$ cat config.mk
export PLATFORM = sky130hd
export DESIGN_NAME = fcm_mode_ctrl
export DESIGN_NICKNAME = d
export VERILOG_FILES = /design/src/fcm_pkg.sv /design/src/fcm_op_if.sv /design/src/fcm_mode_ctrl.sv /design/src/fcm_cmd_decode.sv /design/src/fcm_op_timer.sv
export VERILOG_INCLUDE_DIRS = /design/src
export SDC_FILE = /design/constraint.sdc
export NUM_CORES = 1
export LEC_CHECK = 0
export BUFFER_PORTS_ARGS = -buffer_cell sky130_fd_sc_hd__buf_2
export CAP_MARGIN = 5
export CORE_MARGIN = 2
export CORE_UTILIZATION = 53
export DETAILED_ROUTE_END_ITERATION = 16
export PLACE_DENSITY_LB_ADDON = 0.08
export SYNTH_ARGS = -nofsm -noshare
export SYNTH_HDL_FRONTEND = slang
export SYNTH_HIERARCHICAL = 1
export SYNTH_SLANG_ARGS = --single-unit
$ cat constraint.sdc
create_clock -name clk -period 4.3 [get_ports clk]
set_input_delay 0.86 -clock clk [delete_from_list [all_inputs] [get_ports clk]]
set_output_delay 0.86 -clock clk [all_outputs]
set_load 0.03 [all_outputs]
$ cat src/fcm_cfg.svh
// Constants of the flash command mode control block
`ifndef FCM_CFG_SVH
`define FCM_CFG_SVH

// Command cycle addresses, compared on the low address half
`define FCM_ADDR_LO_W      16
`define FCM_UNLOCK_ADDR1   16'h5400
`define FCM_UNLOCK_ADDR2   16'haa00
`define FCM_CMD_ADDR       16'h5400

// Command cycle data codes
`define FCM_DATA_UNLOCK1   32'h0000_00aa
`define FCM_DATA_UNLOCK2   32'h0000_0055
`define FCM_DATA_READ_RST  32'h0000_00f0
`define FCM_DATA_PROG      32'h0000_00a0
`define FCM_DATA_IDENTIFIER_READ_CMD   32'h0000_0090
`define FCM_DATA_ERASE     32'h0000_0080
`define FCM_DATA_CHIP_ERA  32'h0000_0010
`define FCM_DATA_BLK_ERA   32'h0000_0030

// Status register layout
`define FCM_RDY_BIT        0
`define FCM_STATUS_RST     32'h0000_0001

// Default operation lengths in clock cycles and page size in words
`define FCM_PROG_CYCLES    32'd5000
`define FCM_ERASE_CYCLES   32'd20000
`define FCM_PAGE_WORDS     128

`endif

$ cat src/fcm_pkg.sv
// Types shared by the flash command mode control modules
package fcm_pkg;
   typedef enum logic [1:0] {
      FCM_OP_PROG,
      FCM_OP_CHIP_ERASE,
      FCM_OP_BLK_ERASE
   } fcm_op_t;

   typedef enum logic [3:0] {
      FCM_S_READ,
      FCM_S_CMD1,
      FCM_S_CMD2,
      FCM_S_ERA3,
      FCM_S_ERA4,
      FCM_S_ERA5,
      FCM_S_PROG_LOAD,
      FCM_S_AUTO,
      FCM_S_ID,
      FCM_S_LOCK
   } fcm_state_t;
endpackage

$ cat src/fcm_op_if.sv
// Start and completion signals between sequencer and operation timer
`timescale 1ns/1ns
`default_nettype none
interface fcm_op_if;
   import fcm_pkg::*;
   logic    start;   // One-cycle start of an automatic operation
   fcm_op_t kind;    // Operation kind, valid with start
   logic    done;    // One-cycle normal completion
   logic    fail;    // One-cycle abnormal completion

   modport seq   (output start, output kind, input done, input fail);
   modport timer (input start, input kind, output done, output fail);
endinterface
`default_nettype wire

$ cat src/fcm_mode_ctrl.sv
// Read mode and automatic operation control of the flash command sequencer
// Overview of operation
// - Accepted command runs internally without host
// - Automatic state entered only by a sequence begun in read or identifier read mode
// - No array reads or fetches while busy
// - Only completion or hardware reset exits automatic operation
// - Read mode after reset and normal completion
// - After failure, read/reset or hardware reset
// - Identifier read holds until read/reset or a first unlock write
// - Single 0xF0 write returns read mode, except while busy (page load or automatic operation)
// - Three-cycle read/reset cancels partial command
// - Deviating write abandons command to read
// - CPU reset ends operation, restores read
// - Watchdog reset restores read like reset pin, but leaves operation timer running
// - Array readable after reset for vector fetch
// - Ready/busy flag at status bit 0
`timescale 1ns/1ns
`default_nettype none
`include "fcm_cfg.svh"
module fcm_mode_ctrl #(
   parameter logic [31:0] PROG_CYCLES  = `FCM_PROG_CYCLES,
   parameter logic [31:0] ERASE_CYCLES = `FCM_ERASE_CYCLES,
   parameter int          PAGE_WORDS   = `FCM_PAGE_WORDS
) (
   input  wire logic             clk,                   // System clock, 125 MHz
   input  wire logic             reset,                 // CPU reset from pin, async
   input  wire logic             ce,                    // Clock enable, freezes state
   input  wire logic             wdt_reset,             // Watchdog overflow reset
   input  wire logic             wr_valid,              // Bus write cycle to flash
   input  wire logic             wr_word,               // Write is 32 bits wide
   input  wire logic [31:0]      wr_addr,               // Write address
   input  wire logic [31:0]      wr_data,               // Write data
   input  wire logic             array_fail,            // Array operation failed
   output logic                  ready_busy_flag,       // 1 ready, 0 busy
   output logic [31:0]           flash_ctrl_status_reg, // Status register value
   output logic                  array_read_ok,         // Reads and fetches served
   output logic                  identifier_read_cmd_sel,           // Reads return identifier
   output logic                  op_start,              // Operation start pulse
   output fcm_pkg::fcm_op_t      op_kind,               // Operation kind
   output logic [31:0]           op_addr,               // Block or page address
   output logic                  prog_wr_valid,         // Page word to array
   output logic [31:0]           prog_wr_addr,          // Page word address
   output logic [31:0]           prog_wr_data,          // Page word data
   output logic                  cmd_abort              // Sequence abandoned pulse
);
   import fcm_pkg::*;

   localparam int CW = $clog2(PAGE_WORDS + 1);

   fcm_op_if op ();

   fcm_state_t     st_r;
   fcm_state_t     st_nxt;
   logic [CW-1:0]  cnt_r;
   logic [CW-1:0]  cnt_nxt;
   logic           erase_r;
   logic           erase_nxt;
   fcm_op_t        kind_r;
   fcm_op_t        kind_nxt;
   logic [31:0]    addr_r;
   logic [31:0]    addr_nxt;
   logic           start_r;
   logic           start_nxt;
   logic           abort_r;
   logic           abort_nxt;
   logic           pw_r;
   logic           pw_nxt;
   logic [31:0]    pa_r;
   logic [31:0]    pa_nxt;
   logic [31:0]    pd_r;
   logic [31:0]    pd_nxt;
   logic           unlock1;
   logic           unlock2;
   logic           at_cmd;
   logic           read_rst;

   // Narrow writes never match a token, so they break a sequence
   fcm_cmd_decode u_dec (
      .addr     (wr_addr),
      .data     (wr_data),
      .word     (wr_word),
      .unlock1  (unlock1),
      .unlock2  (unlock2),
      .at_cmd   (at_cmd),
      .read_rst (read_rst)
   );

   // Carries out the accepted operation with no further bus traffic
   fcm_op_timer #(
      .PROG_CYCLES  (PROG_CYCLES),
      .ERASE_CYCLES (ERASE_CYCLES)
   ) u_tmr (
      .clk        (clk),
      .reset      (reset),
      .ce         (ce),
      .array_fail (array_fail),
      .op         (op.timer)
   );

   assign op.start = start_r;
   assign op.kind  = kind_r;

   // Command sequence and mode state machine
   always_comb begin
      st_nxt    = st_r;
      cnt_nxt   = cnt_r;
      erase_nxt = erase_r;
      kind_nxt  = kind_r;
      addr_nxt  = addr_r;
      start_nxt = 1'b0;
      abort_nxt = 1'b0;
      pw_nxt    = 1'b0;
      pa_nxt    = pa_r;
      pd_nxt    = pd_r;
      unique case (st_r)
         FCM_S_READ: begin
            if (wr_valid && unlock1) begin
               st_nxt    = FCM_S_CMD1;
               erase_nxt = 1'b0;
            end
         end
         FCM_S_CMD1: begin
            if (wr_valid) begin
               if (unlock2) begin
                  st_nxt = FCM_S_CMD2;
               end else begin
                  st_nxt    = FCM_S_READ;
                  abort_nxt = !read_rst;
               end
            end
         end
         FCM_S_CMD2: begin
            if (wr_valid) begin
               st_nxt = FCM_S_READ;
               if (at_cmd && wr_data == `FCM_DATA_PROG) begin
                  st_nxt   = FCM_S_PROG_LOAD;
                  cnt_nxt  = '0;
                  kind_nxt = FCM_OP_PROG;
               end else if (at_cmd && wr_data == `FCM_DATA_IDENTIFIER_READ_CMD) begin
                  st_nxt = FCM_S_ID;
               end else if (at_cmd && wr_data == `FCM_DATA_ERASE) begin
                  st_nxt = FCM_S_ERA3;
               end else if (!read_rst) begin
                  abort_nxt = 1'b1;
               end
            end
         end
         FCM_S_ERA3: begin
            if (wr_valid) begin
               st_nxt    = unlock1 ? FCM_S_ERA4 : FCM_S_READ;
               abort_nxt = !unlock1 && !read_rst;
            end
         end
         FCM_S_ERA4: begin
            if (wr_valid) begin
               st_nxt    = unlock2 ? FCM_S_ERA5 : FCM_S_READ;
               abort_nxt = !unlock2 && !read_rst;
            end
         end
         FCM_S_ERA5: begin
            if (wr_valid) begin
               st_nxt = FCM_S_READ;
               if (at_cmd && wr_data == `FCM_DATA_CHIP_ERA) begin
                  st_nxt    = FCM_S_AUTO;
                  kind_nxt  = FCM_OP_CHIP_ERASE;
                  start_nxt = 1'b1;
               end else if (wr_word && wr_data == `FCM_DATA_BLK_ERA) begin
                  st_nxt    = FCM_S_AUTO;
                  kind_nxt  = FCM_OP_BLK_ERASE;
                  addr_nxt  = wr_addr;
                  start_nxt = 1'b1;
               end else if (!read_rst) begin
                  abort_nxt = 1'b1;
               end
            end
         end
         FCM_S_PROG_LOAD: begin
            // Page words are taken as data; a software reset has no effect here
            if (wr_valid && wr_word) begin
               pw_nxt  = 1'b1;
               pa_nxt  = wr_addr;
               pd_nxt  = wr_data;
               cnt_nxt = cnt_r + CW'(1);
               if (cnt_r == '0) begin
                  addr_nxt = wr_addr;
               end
               if (cnt_r == CW'(PAGE_WORDS - 1)) begin
                  st_nxt    = FCM_S_AUTO;
                  start_nxt = 1'b1;
               end
            end
         end
         FCM_S_AUTO: begin
            // Writes are ignored; only completion or reset leaves this state
            if (op.done) begin
               st_nxt = FCM_S_READ;
            end else if (op.fail) begin
               st_nxt = FCM_S_LOCK;
            end
         end
         FCM_S_ID: begin
            if (wr_valid && read_rst) begin
               st_nxt = FCM_S_READ;
            end else if (wr_valid && unlock1) begin
               st_nxt = FCM_S_CMD1;
            end
         end
         FCM_S_LOCK: begin
            if (wr_valid && read_rst) begin
               st_nxt = FCM_S_READ;
            end
         end
      endcase
   end

   // State registers; any CPU reset, pin or watchdog, restores read mode
   always_ff @(posedge clk or posedge reset) begin
      if (reset) begin
         st_r    <= FCM_S_READ;
         cnt_r   <= '0;
         erase_r <= 1'b0;
         kind_r  <= FCM_OP_PROG;
         addr_r  <= 32'h0000_0000;
         start_r <= 1'b0;
         abort_r <= 1'b0;
         pw_r    <= 1'b0;
         pa_r    <= 32'h0000_0000;
         pd_r    <= 32'h0000_0000;
      end else if (wdt_reset) begin
         st_r    <= FCM_S_READ;
         cnt_r   <= '0;
         start_r <= 1'b0;
         abort_r <= 1'b0;
         pw_r    <= 1'b0;
      end else if (ce) begin
         st_r    <= st_nxt;
         cnt_r   <= cnt_nxt;
         erase_r <= erase_nxt;
         kind_r  <= kind_nxt;
         addr_r  <= addr_nxt;
         start_r <= start_nxt;
         abort_r <= abort_nxt;
         pw_r    <= pw_nxt;
         pa_r    <= pa_nxt;
         pd_r    <= pd_nxt;
      end else begin
         start_r <= 1'b0;
         abort_r <= 1'b0;
         pw_r    <= 1'b0;
      end
   end

   // Mode outputs: busy from the third program cycle or erase start onward
   always_comb begin
      ready_busy_flag = !(st_r == FCM_S_PROG_LOAD || st_r == FCM_S_AUTO);
      flash_ctrl_status_reg = `FCM_STATUS_RST & 32'h0000_0000;
      flash_ctrl_status_reg[`FCM_RDY_BIT] = ready_busy_flag;
      array_read_ok = ready_busy_flag && st_r != FCM_S_ID
                      && st_r != FCM_S_LOCK;
      identifier_read_cmd_sel   = st_r == FCM_S_ID;
   end

   assign op_start      = start_r;
   assign op_kind       = kind_r;
   assign op_addr       = addr_r;
   assign prog_wr_valid = pw_r;
   assign prog_wr_addr  = pa_r;
   assign prog_wr_data  = pd_r;
   assign cmd_abort     = abort_r;
endmodule
`default_nettype wire

$ cat src/fcm_cmd_decode.sv
// Classifies one bus write cycle against the command tokens
`timescale 1ns/1ns
`default_nettype none
`include "fcm_cfg.svh"
module fcm_cmd_decode (
   input  wire logic [31:0] addr,       // Write address
   input  wire logic [31:0] data,       // Write data
   input  wire logic        word,       // Write is a full 32-bit transfer
   output logic             unlock1,    // First unlock cycle
   output logic             unlock2,    // Second unlock cycle
   output logic             at_cmd,     // Address of the command cycle
   output logic             read_rst    // Data is the read/reset code
);
   logic [`FCM_ADDR_LO_W-1:0] lo;

   // Low address half selects the command cycle; narrow writes match nothing
   always_comb begin
      lo       = addr[`FCM_ADDR_LO_W-1:0];
      unlock1  = word && lo == `FCM_UNLOCK_ADDR1 && data == `FCM_DATA_UNLOCK1;
      unlock2  = word && lo == `FCM_UNLOCK_ADDR2 && data == `FCM_DATA_UNLOCK2;
      at_cmd   = word && lo == `FCM_CMD_ADDR;
      read_rst = word && data == `FCM_DATA_READ_RST;
   end
endmodule
`default_nettype wire

$ cat src/fcm_op_timer.sv
// Internal timer that carries out an automatic operation on its own
`timescale 1ns/1ns
`default_nettype none
`include "fcm_cfg.svh"
module fcm_op_timer #(
   parameter logic [31:0] PROG_CYCLES  = `FCM_PROG_CYCLES,
   parameter logic [31:0] ERASE_CYCLES = `FCM_ERASE_CYCLES
) (
   input  wire logic clk,         // System clock
   input  wire logic reset,       // CPU reset, async, active high
   input  wire logic ce,          // Clock enable
   input  wire logic array_fail,  // Array reports a failed operation
   fcm_op_if.timer   op           // Start and completion
);
   import fcm_pkg::*;
   logic [31:0] cnt_r;
   logic [31:0] cnt_nxt;
   logic        run_r;
   logic        run_nxt;
   logic        done_nxt;
   logic        fail_nxt;
   logic        done_r;
   logic        fail_r;

   // Load on start, count down, finish normally or on array failure
   always_comb begin
      cnt_nxt  = cnt_r;
      run_nxt  = run_r;
      done_nxt = 1'b0;
      fail_nxt = 1'b0;
      if (op.start) begin
         run_nxt = 1'b1;
         cnt_nxt = (op.kind == FCM_OP_PROG) ? PROG_CYCLES : ERASE_CYCLES;
      end else if (run_r) begin
         if (array_fail) begin
            run_nxt  = 1'b0;
            fail_nxt = 1'b1;
         end else if (cnt_r <= 32'd1) begin
            run_nxt  = 1'b0;
            done_nxt = 1'b1;
         end else begin
            cnt_nxt = cnt_r - 32'd1;
         end
      end
   end

   // State registers, frozen while the clock enable is low
   always_ff @(posedge clk or posedge reset) begin
      if (reset) begin
         cnt_r  <= 32'h0000_0000;
         run_r  <= 1'b0;
         done_r <= 1'b0;
         fail_r <= 1'b0;
      end else if (ce) begin
         cnt_r  <= cnt_nxt;
         run_r  <= run_nxt;
         done_r <= done_nxt;
         fail_r <= fail_nxt;
      end else begin
         done_r <= 1'b0;
         fail_r <= 1'b0;
      end
   end

   assign op.done = done_r;
   assign op.fail = fail_r;
endmodule
`default_nettype wire

==> summary.md <==
| Metric | Value |
|---|---|
| Post-route setup TNS | `0 ns` |
| Slowest CP cell | `or4_1` |
| H-tree depth | `4` |
| Largest area contributor in the netlist | `dfrtp_1` |
| Root buf cell | `clkbuf_16` |
| Pins Over Slew Limit | `0` |
| Non-Filler Instances | `1074` |
| Hold path startpoint | `u_tmr/cnt_r[30]` |
| RSZ-0062 raised after global routing | `false` |
| Largest net degree at the start of global routing | `52` |
| Main synth FF type | `dfrtp_1` |
| Worst-path clk slew | `0.06 ns` |
| Hold path cells | `1` |
| Required @ worst endpoint | `4.57 ns` |
| Status | `complete, no violations` |
| Hold Buf Count CTS | `0` |
| Relative slew margins | `42.0%` |
| Setup CP Type | `flip-flop to flip-flop` |
| Post-Syn Area | `approximately 7800 sq um` |
| Arr. time, crit path | `3.35 ns` |
| R2R setup slack | `approximately 1.2 ns` |
| # setup viols final | `0` |
| Worst Setup End Kind | `flip-flop` |
| Seq/Total Area, Yosys | `47.7%` |
| CP top delay family | `simple AND/OR/NAND/NOR gates` |
| Setup Skew | `about 0.0069 ns` |
| Post-synth cell types | `76` |
| Crit path from | `u_tmr/cnt_r[4]` |
| Die H | `around 120 um` |
| Pwr/cell area | `443 nW/um^2` |
| Detailed Route WL | `19.6 mm` |
| Ys async rst share | `100%` |
| GRT overflow | `0` |
| FMAX | `325 MHz` |
| Syn Inst Count | `around 710` |
| Post-route DRC | `0` |
| Placed inst area | `8630 sq um` |
| Initial Util | `around 54%` |
| CTS Sinks | `148` |
| Setup Buffers After CTS | `0` |
| Post-synth EDFFs | `0` |
| Register bit total from synthesis | `148` |
| DR WL/cell | `18.3 um` |
| Minimum clock period | `3.08 ns` |
| Die width | `around 120 um` |
| Tot Pwr | `roughly 4100 uW` |
| Critical path cell sequence | `or4_1 > or4_4 > o41ai_4 > buf_4 > or4b_2 > a21oi_1` |
| NumNets Final | `952` |
| PortBufs | `around 180` |
| Layout cell share with drive strength beyond 1 | `35.8%` |
| Synth warn | `6` |
| Syn avg cell area | `roughly 11 sq um` |
| Cts bufs inserted | `17` |
| Post-route clock period utilization | `71.5%` |
| R2R Path Start | `u_tmr/cnt_r[4]` |
| Vias per cell | `5.90` |
| CORE AREA | `around 14000 sq um` |
| Final hold vios | `0` |
| Total GRT Usage | `25.3%` |
| Final Wtd Congestion | `approximately 0.9` |
| Worst slack, placed | `1.02 ns` |
| Detailed Place HPWL | `approximately 15 mm` |
| Max clock buf depth | `2` |
| Worst Reg-to-Reg Cells | `6` |
| Worst-Skew Late Latency | `roughly 0.42 ns` |
| Cell Rows | `44` |
| Most frequent cells in the layout | `175 x buf_2, 148 x dfrtp_1, 66 x mux2_2` |
| P_leak | `0.00472 uW` |
| Area Overhead vs Synth | `18.6%` |
| Final antenna-violating net count | `0` |
| Post-route cell area | `between 9000 and 10000 sq um` |
| Worst slew pin tran | `0.871 ns` |
| I/O pin total | `roughly 210` |
| Yosys top cell area share | `47.7%` |
| Diodes inserted | `0` |
| Die area | `15600 sq um` |
| Worst Hold Path EP | `u_tmr/cnt_r[30]` |
| PnR worst setup slack | `between 1 and 1.5 ns` |
| Largest cells by area after synthesis | `dfrtp_1 48%, mux2_2 9.6%, mux2_1 4.4%, buf_4 3.2%, o21ai_0 2.6%` |
| First-pass GRT wire length | `31.8 mm` |
| CP Max Fanout | `27` |
| RR Endpoint | `u_tmr/cnt_r[24]` |
| CP bufs+invs | `1` |
| Post-CTS sizing | `0` |
| Initial antenna violation count | `0` |
| Startpoint types | `flip-flop` |
| Worst stage delay on the critical path | `0.70 ns` |
| Vias | `6336` |
| Most common cell after layout, fill and taps aside | `buf_2` |
| Worst vdd ir | `approximately 0.00028 V` |
| Drt pass-1 iters | `5` |
| Inst Count DP | `1042` |
| Max Cap Viol | `0` |
| CTS tree | `built` |
| Initial DRC count | `543` |
| Number of global-route vias before repair | `6211` |
| HP Class | `flip-flop to flip-flop` |
==> through the flow <==
stage / hold slack, ns / util, %
final: 0.467 / 63.8
after global routing: 0.503 / 63.8
after CTS: 0.470 / 63.8
after detailed placement: 0.462 / 59.8
after global placement: 0.457 / 59.8
after floorplan: 0.439 / -
==> layout make-up <==
cell class | count | area (sq um)
well taps | 184 | 230
repair buffers | 185 | 951
multi-input cells | 508 | 3680
inverters | 17 | 66.3
clock inverters | 10 | 97.6
flip-flops and latches | 148 | 3700
clock buffers | 22 | 474
fillers | 1186 | 5220
==> synthesized netlist by cell type (7+ instances only) <==
library cell	n
dfrtp_1	148
mux2_2	66
o21ai_0	40
nand2_1	36
nor2_1	36
buf_4	33
a21oi_1	30
mux2_1	30
or3_1	22
nor4_1	20
nor3_1	19
inv_1	16
nand3_1	15
nand4_1	15
buf_2	12
clkbuf_1	12
or4_1	11
o31ai_1	10
nor4_2	9
a31oi_1	7
o41ai_1	7
==> logic make-up after synthesis <==
family	count (synthesis)	share of synthesized area, %
AO/OA/AOI/OAI	143	12.6
buffers and inverters	82	6.34
other	1	0.0483
flip-flops	148	47.7
adder cells (fa/ha/maj)	4	0.645
XOR/XNOR	2	0.226
multiplexers	99	14.3
AND/OR/NAND/NOR	229	18.1
==> per-layer routing <==
| layer | global-route usage [%] | wire (um) |
|---|---|---|
| met5 | 0 | 0 |
| met3 | 5.65 | 1200 |
| met1 | 32.4 | 8130 |
| met2 | 41.5 | 9640 |
| met4 | 11.1 | 668 |
==> state kept, by name (all words and copies together), names as in the netlist <==
register       flops
u_tmr/cnt_r       32
op_kind            2
prog_wr_valid      1
cmd_abort          1
u_tmr/run_r        1
st_r               4
u_tmr/op.done      1
prog_wr_addr      32
u_tmr/op.fail      1
cnt_r              8
prog_wr_data      32
op_addr           32
op_start           1
==> report_power, final <==
group	internal [uW]	total, uW	switching (uW)
Combinational	337	1010	675
Clock	845	1430	580
Sequential	1520	1640	122
==> worst max path at each step <==
| stage | cells after the start | endpoint |
|---|---|---|
| floorplan | 1 | cmd_abort |
| global placement | 7 | op_addr[5] |
| detailed placement | 8 | cmd_abort |
| CTS | 6 | u_tmr/cnt_r[24] |
| global route | 6 | u_tmr/cnt_r[24] |
| finish | 6 | u_tmr/cnt_r[24] |
Power figures use the tool's default switching activity.
